===== src/cal_defines.svh =====
// Constants of the channel assessment and link quality block: offsets, fields, resets, timing.
// Assumes a 10 MHz core clock and 32-bit APB with one register per aligned word.
`ifndef CAL_DEFINES_SVH
`define CAL_DEFINES_SVH

// Register indices as printed; byte address is four times the index
`define CAL_IDX_STATUS        8'h01
`define CAL_IDX_CONTROL       8'h08
`define CAL_IDX_THRESH        8'h09
`define CAL_IDX_LQI           8'h0a
// Byte addresses
`define CAL_ADDR_STATUS       12'h004
`define CAL_ADDR_CONTROL      12'h020
`define CAL_ADDR_THRESH       12'h024
`define CAL_ADDR_LQI          12'h028

// Status fields
`define CAL_ST_DONE_BIT       7
`define CAL_ST_IDLE_BIT       6
`define CAL_ST_STATE_MSB      4
// Control fields
`define CAL_CTL_TRIG_BIT      7
`define CAL_CTL_MODE_MSB      6
`define CAL_CTL_MODE_LSB      5
`define CAL_CTL_CHAN_MSB      4
// Reset values
`define CAL_CTL_RESET         8'h2b
`define CAL_THR_RESET         8'hc7

// Base sensitivity level in dBm and threshold step in dB
`define CAL_BASE_DBM          (-91)
`define CAL_THR_STEP_DB       2

// Timing: result latency and evaluation window
`define CAL_CLK_MHZ           10
`define CAL_RESULT_US         140
`define CAL_RESULT_CYC        (`CAL_RESULT_US * `CAL_CLK_MHZ)
`define CAL_SYMBOL_US         16
`define CAL_EVAL_SYMBOLS      8
`define CAL_EVAL_CYC          (`CAL_SYMBOL_US * `CAL_EVAL_SYMBOLS * `CAL_CLK_MHZ)

// Minimum payload for a valid quality byte
`define CAL_LQI_MIN_LEN       8'h02

`endif


===== src/cal_pkg.sv =====
// Types of the channel assessment and link quality block.
// Assumes cal_defines.svh supplies all numeric constants.
package cal_pkg;
	typedef enum logic [1:0] {
		CAL_MODE_RSVD,
		CAL_MODE_ENERGY,
		CAL_MODE_CARRIER,
		CAL_MODE_BOTH
	} cal_mode_t;

	typedef enum logic [1:0] {
		CAL_IDLE,
		CAL_EVAL,
		CAL_WAIT
	} cal_state_t;
endpackage : cal_pkg


===== src/cal_top.sv =====
// Channel assessment and link quality block with APB register access.
// Assumes radio front end supplies energy, carrier and correlation samples synchronous to clock.
`timescale 1ns/1ns
`default_nettype none
`include "cal_defines.svh"

// Contract
// - Per frame quality byte 0..255 from correlation
// - Quality valid only for payloads of two octets or more
// - Quality byte appended after frame in buffer
// - Byte available once frame-end interrupt raised
// - Mode field bits 6:5, reset one
// - Mode one: busy on energy above threshold
// - Mode two: busy on conformant carrier only
// - Mode three: carrier and energy both needed
// - Threshold is base plus two dB per step
// - Trigger write starts measurement in receive states
// - Eight symbols evaluated, result after 140 us
// - Completion flag bit 7 zero while busy
// - Idle flag bit 6 one when channel idle
// - Status read clears completion and idle flags
// - Carrier sense busy above base sensitivity level
// - Status bits 7,6, reserved 5, state 4:0
// - Control: trigger 7, mode 6:5, channel 4:0
// - Base sensitivity level is minus 91 dBm
module cal_top (
	// Clock and reset
	input  wire logic        clock,
	input  wire logic        reset_n,
	// APB slave
	input  wire logic        psel,
	input  wire logic        penable,
	input  wire logic        pwrite,
	input  wire logic [11:0] paddr,
	input  wire logic [31:0] pwdata,
	output logic      [31:0] prdata,
	output logic             pready,
	output logic             pslverr,
	// Transceiver state and receive context
	input  wire logic [4:0]  trx_state,
	input  wire logic        rx_state_active,
	// Front-end samples
	input  wire logic [7:0]  energy_db,
	input  wire logic        carrier_seen,
	// Frame reception
	input  wire logic        frame_start,
	input  wire logic        frame_end,
	input  wire logic        corr_valid,
	input  wire logic [7:0]  corr_value,
	input  wire logic [7:0]  frame_len,
	// Frame buffer append port
	output logic             fb_wr_en,
	output logic      [7:0]  fb_wr_addr,
	output logic      [7:0]  fb_wr_data,
	// Frame-end event and assessment results
	output logic             frame_end_interrupt,
	output logic             lqi_valid_out,
	output logic      [4:0]  channel_out,
	output logic             assess_busy
);
	// Register state
	logic [1:0]  mode_ff;
	logic [4:0]  chan_ff;
	logic [3:0]  thr_ff;
	logic [3:0]  thr_rsvd_ff;
	logic        done_ff;
	logic        idle_ff;
	logic [7:0]  lqi_ff;
	cal_pkg::cal_state_t state_ff;
	logic [10:0] tmr_ff;
	logic        busy_seen_ff;
	// Outputs held in flip-flops
	logic [31:0] prdata_ff;
	logic        pready_ff;
	logic        pslverr_ff;
	logic        fb_wr_en_ff;
	logic [7:0]  fb_wr_addr_ff;
	logic [7:0]  fb_wr_data_ff;
	logic        irq_ff;
	logic        lqi_valid_ff;
	logic        assess_busy_ff;
	// Combinational
	logic        setup;
	logic        wr_req;
	logic        rd_req;
	logic        hit;
	logic        sample_busy;
	logic        trig;
	logic        rd_status;
	logic [7:0]  calc_lqi;
	logic        calc_valid;
	logic        calc_strobe;
	logic [7:0]  nxt_rdata;
	logic        sel_status;
	logic        sel_control;
	logic        sel_thresh;
	logic        eval_end;
	logic        result_due;

	// Address decode shared by read and write paths
	function automatic logic is_mapped(input logic [11:0] a);
		is_mapped = (a == `CAL_ADDR_STATUS) || (a == `CAL_ADDR_CONTROL) ||
			(a == `CAL_ADDR_THRESH) || (a == `CAL_ADDR_LQI);
	endfunction : is_mapped

	// Register select from a printed index; byte address is four times the index
	function automatic logic reg_at(input logic [11:0] a, input logic [7:0] idx);
		reg_at = (a == {2'b00, idx, 2'b00});
	endfunction : reg_at

	// Register selects shared by the write, trigger and clear paths
	assign sel_status  = reg_at(paddr, `CAL_IDX_STATUS);
	assign sel_control = reg_at(paddr, `CAL_IDX_CONTROL);
	assign sel_thresh  = reg_at(paddr, `CAL_IDX_THRESH);

	// Zero-wait-state APB: setup registers the answer, access completes
	assign setup  = psel && !penable && !pready_ff;
	assign wr_req = setup && pwrite;
	assign rd_req = setup && !pwrite;
	assign hit    = is_mapped(paddr);

	// Trigger accepted only in receive states and only when not already running
	assign trig = wr_req && sel_control && pwdata[`CAL_CTL_TRIG_BIT]
		&& rx_state_active && (state_ff == cal_pkg::CAL_IDLE);
	assign rd_status = rd_req && sel_status;

	// Sequencer milestones: end of the sampling window and result due
	assign eval_end   = (state_ff == cal_pkg::CAL_EVAL) && (tmr_ff == 11'(`CAL_EVAL_CYC));
	assign result_due = (state_ff == cal_pkg::CAL_WAIT) && (tmr_ff == 11'(`CAL_RESULT_CYC));

	cal_busy_judge u_judge (
		.mode         (mode_ff),
		.thresh       (thr_ff),
		.energy_db    (energy_db),
		.carrier_seen (carrier_seen),
		.busy         (sample_busy)
	);

	cal_lqi_calc u_lqi (
		.clock       (clock),
		.reset_n     (reset_n),
		.frame_start (frame_start),
		.frame_end   (frame_end),
		.corr_valid  (corr_valid),
		.corr_value  (corr_value),
		.frame_len   (frame_len),
		.lqi         (calc_lqi),
		.lqi_valid   (calc_valid),
		.lqi_strobe  (calc_strobe)
	);

	// Read data mux
	always_comb begin
		case (paddr)
			`CAL_ADDR_STATUS:  nxt_rdata = {done_ff, idle_ff, 1'b0, trx_state};
			`CAL_ADDR_CONTROL: nxt_rdata = {1'b0, mode_ff, chan_ff};
			`CAL_ADDR_THRESH:  nxt_rdata = {thr_rsvd_ff, thr_ff};
			`CAL_ADDR_LQI:     nxt_rdata = lqi_ff;
			default:           nxt_rdata = 8'h00;
		endcase
	end

	// APB handshake: ready one cycle after setup, error on unmapped address
	always_ff @(posedge clock) begin
		if (!reset_n) begin
			pready_ff  <= 1'b0;
			pslverr_ff <= 1'b0;
		end else begin
			pready_ff  <= setup;
			pslverr_ff <= setup && !hit;
		end
	end

	// APB read data: captured at setup, held until the next read
	always_ff @(posedge clock) begin
		if (!reset_n) begin
			prdata_ff <= 32'h0000_0000;
		end else if (rd_req) begin
			prdata_ff <= {24'h00_0000, nxt_rdata};
		end
	end

	// Control register; the trigger bit is never stored and reads back as zero
	always_ff @(posedge clock) begin
		if (!reset_n) begin
			mode_ff <= 2'(`CAL_CTL_RESET >> `CAL_CTL_MODE_LSB);
			chan_ff <= 5'(`CAL_CTL_RESET);
		end else if (wr_req && sel_control) begin
			mode_ff <= pwdata[`CAL_CTL_MODE_MSB:`CAL_CTL_MODE_LSB];
			chan_ff <= pwdata[`CAL_CTL_CHAN_MSB:0];
		end
	end

	// Threshold register; the upper nibble is kept but has no effect
	always_ff @(posedge clock) begin
		if (!reset_n) begin
			thr_ff      <= 4'(`CAL_THR_RESET);
			thr_rsvd_ff <= 4'(`CAL_THR_RESET >> 4);
		end else if (wr_req && sel_thresh) begin
			thr_ff      <= pwdata[3:0];
			thr_rsvd_ff <= pwdata[7:4];
		end
	end

	// Assessment sequencer: sample eight symbols, then wait out the result latency
	always_ff @(posedge clock) begin
		if (!reset_n) begin
			state_ff <= cal_pkg::CAL_IDLE;
		end else begin
			case (state_ff)
				cal_pkg::CAL_IDLE: begin
					if (trig) begin
						state_ff <= cal_pkg::CAL_EVAL;
					end
				end
				cal_pkg::CAL_EVAL: begin
					if (eval_end) begin
						state_ff <= cal_pkg::CAL_WAIT;
					end
				end
				cal_pkg::CAL_WAIT: begin
					if (result_due) begin
						state_ff <= cal_pkg::CAL_IDLE;
					end
				end
				default: begin
					state_ff <= cal_pkg::CAL_IDLE;
				end
			endcase
		end
	end

	// Cycle timer counted from the trigger edge, so the result is due a fixed time after it
	always_ff @(posedge clock) begin
		if (!reset_n) begin
			tmr_ff <= 11'h000;
		end else if (trig) begin
			tmr_ff <= 11'h001;
		end else if (result_due) begin
			tmr_ff <= 11'h000;
		end else if (state_ff != cal_pkg::CAL_IDLE) begin
			tmr_ff <= tmr_ff + 11'h001;
		end
	end

	// Busy memory: one busy sample in the window marks the channel busy
	always_ff @(posedge clock) begin
		if (!reset_n) begin
			busy_seen_ff <= 1'b0;
		end else if (trig) begin
			busy_seen_ff <= 1'b0;
		end else if (state_ff == cal_pkg::CAL_EVAL) begin
			busy_seen_ff <= busy_seen_ff | sample_busy;
		end
	end

	// Busy port mirrors the sequencer from a flip-flop of its own
	always_ff @(posedge clock) begin
		if (!reset_n) begin
			assess_busy_ff <= 1'b0;
		end else if (trig) begin
			assess_busy_ff <= 1'b1;
		end else if (result_due) begin
			assess_busy_ff <= 1'b0;
		end
	end

	// Completion flag: finishing wins over a status read in the same cycle
	always_ff @(posedge clock) begin
		if (!reset_n) begin
			done_ff <= 1'b0;
		end else if (result_due) begin
			done_ff <= 1'b1;
		end else if (trig || rd_status) begin
			done_ff <= 1'b0;
		end
	end

	// Idle flag: set with completion when no busy sample was seen
	always_ff @(posedge clock) begin
		if (!reset_n) begin
			idle_ff <= 1'b0;
		end else if (result_due) begin
			idle_ff <= !busy_seen_ff;
		end else if (trig || rd_status) begin
			idle_ff <= 1'b0;
		end
	end

	// Quality register readable over APB, replaced at each frame end
	always_ff @(posedge clock) begin
		if (!reset_n) begin
			lqi_ff       <= 8'h00;
			lqi_valid_ff <= 1'b0;
		end else if (calc_strobe) begin
			lqi_ff       <= calc_lqi;
			lqi_valid_ff <= calc_valid;
		end
	end

	// Buffer write of the quality byte just after the payload
	always_ff @(posedge clock) begin
		if (!reset_n) begin
			fb_wr_en_ff   <= 1'b0;
			fb_wr_addr_ff <= 8'h00;
			fb_wr_data_ff <= 8'h00;
		end else begin
			fb_wr_en_ff <= calc_strobe;
			if (calc_strobe) begin
				fb_wr_addr_ff <= frame_len;
				fb_wr_data_ff <= calc_lqi;
			end
		end
	end

	// Frame-end event raised only once the byte is in the buffer
	always_ff @(posedge clock) begin
		if (!reset_n) begin
			irq_ff <= 1'b0;
		end else begin
			irq_ff <= fb_wr_en_ff;
		end
	end

	assign prdata              = prdata_ff;
	assign pready              = pready_ff;
	assign pslverr             = pslverr_ff;
	assign fb_wr_en            = fb_wr_en_ff;
	assign fb_wr_addr          = fb_wr_addr_ff;
	assign fb_wr_data          = fb_wr_data_ff;
	assign frame_end_interrupt = irq_ff;
	assign lqi_valid_out       = lqi_valid_ff;
	assign channel_out         = chan_ff;
	assign assess_busy         = assess_busy_ff;
endmodule : cal_top
`default_nettype wire


===== src/cal_busy_judge.sv =====
// Busy judgement of one energy and carrier sample under the selected mode.
// Assumes energy is given in dB above the base sensitivity level.
`timescale 1ns/1ns
`default_nettype none
`include "cal_defines.svh"

module cal_busy_judge (
	// Selection
	input  wire logic [1:0] mode,
	input  wire logic [3:0] thresh,
	// Sample
	input  wire logic [7:0] energy_db,
	input  wire logic       carrier_seen,
	// Verdict
	output logic            busy
);
	logic [7:0] limit_db;
	logic       above;

	// Threshold is base level plus two dB per step
	assign limit_db = 8'(`CAL_THR_STEP_DB) * {4'h0, thresh};
	assign above = energy_db > limit_db;

	// Mode decode
	always_comb begin
		case (cal_pkg::cal_mode_t'(mode))
			cal_pkg::CAL_MODE_ENERGY:  busy = above;
			cal_pkg::CAL_MODE_CARRIER: busy = carrier_seen;
			cal_pkg::CAL_MODE_BOTH:    busy = carrier_seen & above;
			default:                   busy = 1'b0;                 // Reserved mode never busy
		endcase
	end
endmodule : cal_busy_judge
`default_nettype wire


===== src/cal_lqi_calc.sv =====
// Link quality accumulator: averages per-symbol correlation over one frame.
// Assumes corr_valid pulses once per symbol between frame_start and frame_end.
`timescale 1ns/1ns
`default_nettype none
`include "cal_defines.svh"

module cal_lqi_calc (
	// Clock and reset
	input  wire logic       clock,
	input  wire logic       reset_n,
	// Frame events
	input  wire logic       frame_start,
	input  wire logic       frame_end,
	input  wire logic       corr_valid,
	input  wire logic [7:0] corr_value,
	input  wire logic [7:0] frame_len,
	// Result
	output logic [7:0]      lqi,
	output logic            lqi_valid,
	output logic            lqi_strobe
);
	logic [15:0] sum_ff;
	logic [7:0]  cnt_ff;
	logic [7:0]  lqi_ff;
	logic        valid_ff;
	logic        strobe_ff;

	// Running sum of correlation over the frame's symbols
	always_ff @(posedge clock) begin
		if (!reset_n) begin
			sum_ff <= 16'h0000;
			cnt_ff <= 8'h00;
		end else if (frame_start) begin
			sum_ff <= 16'h0000;
			cnt_ff <= 8'h00;
		end else if (corr_valid && cnt_ff != 8'hff) begin
			sum_ff <= sum_ff + {8'h00, corr_value};
			cnt_ff <= cnt_ff + 8'h01;
		end
	end

	// Mean over symbols, always within 0 to 255
	always_ff @(posedge clock) begin
		if (!reset_n) begin
			lqi_ff    <= 8'h00;
			valid_ff  <= 1'b0;
			strobe_ff <= 1'b0;
		end else begin
			strobe_ff <= frame_end;
			if (frame_end) begin
				lqi_ff   <= (cnt_ff == 8'h00) ? 8'h00 : 8'(sum_ff / {8'h00, cnt_ff});
				valid_ff <= frame_len >= `CAL_LQI_MIN_LEN;
			end
		end
	end

	assign lqi        = lqi_ff;
	assign lqi_valid  = valid_ff;
	assign lqi_strobe = strobe_ff;
endmodule : cal_lqi_calc
`default_nettype wire


===== config.mk =====
export PLATFORM = sky130hd
export DESIGN_NAME = cal_top
export DESIGN_NICKNAME = d
export VERILOG_FILES = /design/src/cal_pkg.sv /design/src/cal_top.sv /design/src/cal_busy_judge.sv /design/src/cal_lqi_calc.sv
export VERILOG_INCLUDE_DIRS = /design/src /design/src/src
export SDC_FILE = /design/constraint.sdc
export NUM_CORES = 1
export LEC_CHECK = 0
export ABC_AREA = 1
export BUFFER_PORTS_ARGS = -buffer_cell sky130_fd_sc_hd__buf_2
export CAP_MARGIN = 10
export CORE_MARGIN = 10
export CORE_UTILIZATION = 55
export DETAILED_ROUTE_END_ITERATION = 16
export GPL_ROUTABILITY_DRIVEN = 0
export PLACE_DENSITY = 0.8
export SLEW_MARGIN = 20
export SYNTH_ARGS = -nofsm -noshare
export SYNTH_HDL_FRONTEND = slang
export SYNTH_HIERARCHICAL = 1
export SYNTH_SLANG_ARGS = --single-unit

===== constraint.sdc =====
create_clock -name clock -period 46.4 [get_ports clock]
set_input_delay 2.32 -clock clock [delete_from_list [all_inputs] [get_ports clock]]
set_output_delay 2.32 -clock clock [all_outputs]
set_load 0.02 [all_outputs]

==> impl_metrics.py <==
metrics = {
    "sta": {
        "timing.final.crit_share_pct": 63.3,
        "finalMaxSlewViolations": 0,
        "clock_skew_ns": 0.00890,
        "hold_viol_final": 0,
        "setup_ws_ns": 17.03,
        "relSlewSlack_pct": 52.3,
        "worst_pin_slew_ns": 0.714,
        "min_period_ns": 29.37,
        "fmaxAchievable_ghz": 0.0341,
        "setup_violations": 0,
        "rsz0062_at_grt": "false",
        "setup_tns_ns": 0,
    },
    "drt": {
        "via_count": 10235,
        "drt_iter0_markers": 640,
        "route.detailed.drc": 0,
        "routedWlPerCell_um": 12.9,
        "via_per_inst": 5.32,
        "wirelength_um": 24900,
        "drt-pass1-iter-count": 5,
        "antenna_left": 0,
    },
    "finish": {
        "diodes": 0,
        "finalNonFillerCells": 1925,
        "layout-drive-gt1-share_pct": 12.5,
        "area_growth_pct": 7.96,
        "nNetsFinal": 1892,
        "final_common_cell": "nand2_1",
        "final_cell_mix": "361 x nand2_1, 207 x inv_1, 154 x nand3_1, 150 x nor2_1, 117 x ha_1",
    },
    "clock_network": {
        "path_clk_slew_ns": 0.07,
        "numCtsBuffers": 9,
        "cts_sinks": 95,
        "htreeDepth": 3,
        "ctsResizeCount": 0,
        "clockRootBuffer": "clkbuf_16",
        "clk_latency_ns": 0.36,
        "cts_buffer_depth": 2,
        "cts_tree": "yes",
        "cts-hold-fix-buffers": 0,
        "cts_setup_buffers": 0,
    },
    "synthesis": {
        "ys_ff_latch": 95,
        "synth_area_leaders": "dfxtp_1 18%, ha_1 14%, nand2_1 13%",
        "synth_flop_cell": "dfxtp_1",
        "synth_area_leader_cell": "dfxtp_1",
        "ys_seq_area_share_pct": 18.5,
        "synth_edf_count": 0,
        "async_flop_share_pct": 0,
        "synth_area_um2": 10300,
        "synth_cell_types": 59,
        "ys_warn_count": 6,
        "avgSynthCellArea_um2": 6.36,
        "synth_top_area_share_pct": 18.5,
        "synthCells": 1618,
    },
    "worst_setup_path": {
        "crit_type": "reg2reg",
        "crit_arrival_ns": 29.61,
        "worstSetupStartpointType": "register",
        "cp_slowest_cell": "nor3_4",
        "end_kind": "register",
        "cpMostUsedCell": "nand2_1",
        "critPathMaxStageDelay_ns": 0.60,
        "worst-path-max-fanout": 16,
        "cp.required_ns": 46.65,
    },
    "run": {
        "max_cap_viol_count": 0,
    },
    "floorplanning": {
        "io_pins": 142,
        "die_area_um2": 24600,
        "fp.dieW_um": 157,
        "die_h_um": 157,
        "num_rows": 49,
        "start_util_pct": 56.5,
        "core_um2": 18200,
    },
    "place": {
        "pre_cts_slack_ns": 17.27,
        "placed_cells": 1909,
        "dpl.hpwl_um": 19800,
        "port_buffers": 93,
    },
    "grt": {
        "grt_overflow": 0,
        "grt_max_degree": 41,
        "antenna_found_initial": 0,
        "grt_pass1_vias": 9670,
        "grtUsageTotal_pct": 19.7,
        "grt_first_pass_wirelength_um": 41900,
    },
    "hold_path": {
        "min_path_type": "reg2reg",
    },
    "status": {
        "status": "finished clean",
    },
}
==> synthesized netlist by cell type (all sizes together), types with 17 or more instances <==
master,count
a21oi,77
buf,34
clkbuf,24
dfxtp,95
ha,117
inv,221
nand2,385
nand3,171
nand4,19
nor2,168
nor3,21
o21ai,130
or2,17
xnor2,21
xor2,43
==> registers in the layout, summed over array words and instances (netlist names), 2 cells and up <==
| signal | flops |
|---|---|
| u_lqi/sum_ff | 16 |
| thr_ff | 4 |
| state_ff | 2 |
| prdata | 8 |
| fb_wr_data | 8 |
| u_lqi/cnt_ff | 8 |
| u_lqi/lqi | 8 |
| tmr_ff | 11 |
| thr_rsvd_ff | 4 |
| mode_ff | 2 |
| fb_wr_addr | 8 |
| channel_out | 5 |
==> worst paths after layout <==
path                                 startpoint                  end  slack (ns)  cells after the start
worst max register to register  u_lqi/cnt_ff[3]         u_lqi/lqi[0]       17.03                    189
worst min-delay path                   fb_wr_en  frame_end_interrupt        0.44                      2
worst min register to register         fb_wr_en  frame_end_interrupt        0.44                      2
worst max-delay path            u_lqi/cnt_ff[3]         u_lqi/lqi[0]       17.03                    189
==> worst max-delay path, delay by kind of cell, from the launching register on <==
kind	cells	cell delay, ns
compound gates	55	8.75
fa+ha+maj	15	4.52
buf+inv	26	3.74
flops	1	0.34
simple gates	93	11.86
==> metrics by stage <==
stage | hold WS [ns] | utilization, % | area [µm²]
2_1_floorplan | 0.417 | - | 10400
3_3_place_gp | 0.420 | 59.4 | 10800
3_5_place_dp | 0.425 | 59.4 | 10800
4_1_cts | 0.438 | 61.0 | 11100
5_1_grt | 0.459 | 61.0 | 11100
6_report | 0.438 | 61.0 | 11100
==> routing by layer <==
layer / track usage, % / share of wire, % / vias to the layer above
met5: 0 / 0 / -
met4: 5.17 / 1.5 / 0
met3: 2.96 / 4.2 / 28
met2: 37.2 / 51 / 180
met1: 22.4 / 43 / 4633
li1: - / - / 5394
==> layout make-up <==
type	count	area, µm²
Clock buffer	9	225
Clock inverter	7	68.8
Fill cell	1737	7090
Inverter	228	870
Multi-Input combinational cell	1260	7270
Sequential cell	95	1900
Tap cell	229	287
Timing Repair Buffer	97	495
==> cells by family after synthesis <==
family          synth area share, %
simple gates                   36.1
buf+inv                        11.8
compound gates                 13.6
fa+ha+maj                      14.4
flops                          18.5
xor+xnor                       5.44
other cells                  0.0364
mux                          0.0972
Power is not shown: default switching activity piles up to over one toggle a cycle in this logic, so the estimate is an artifact.
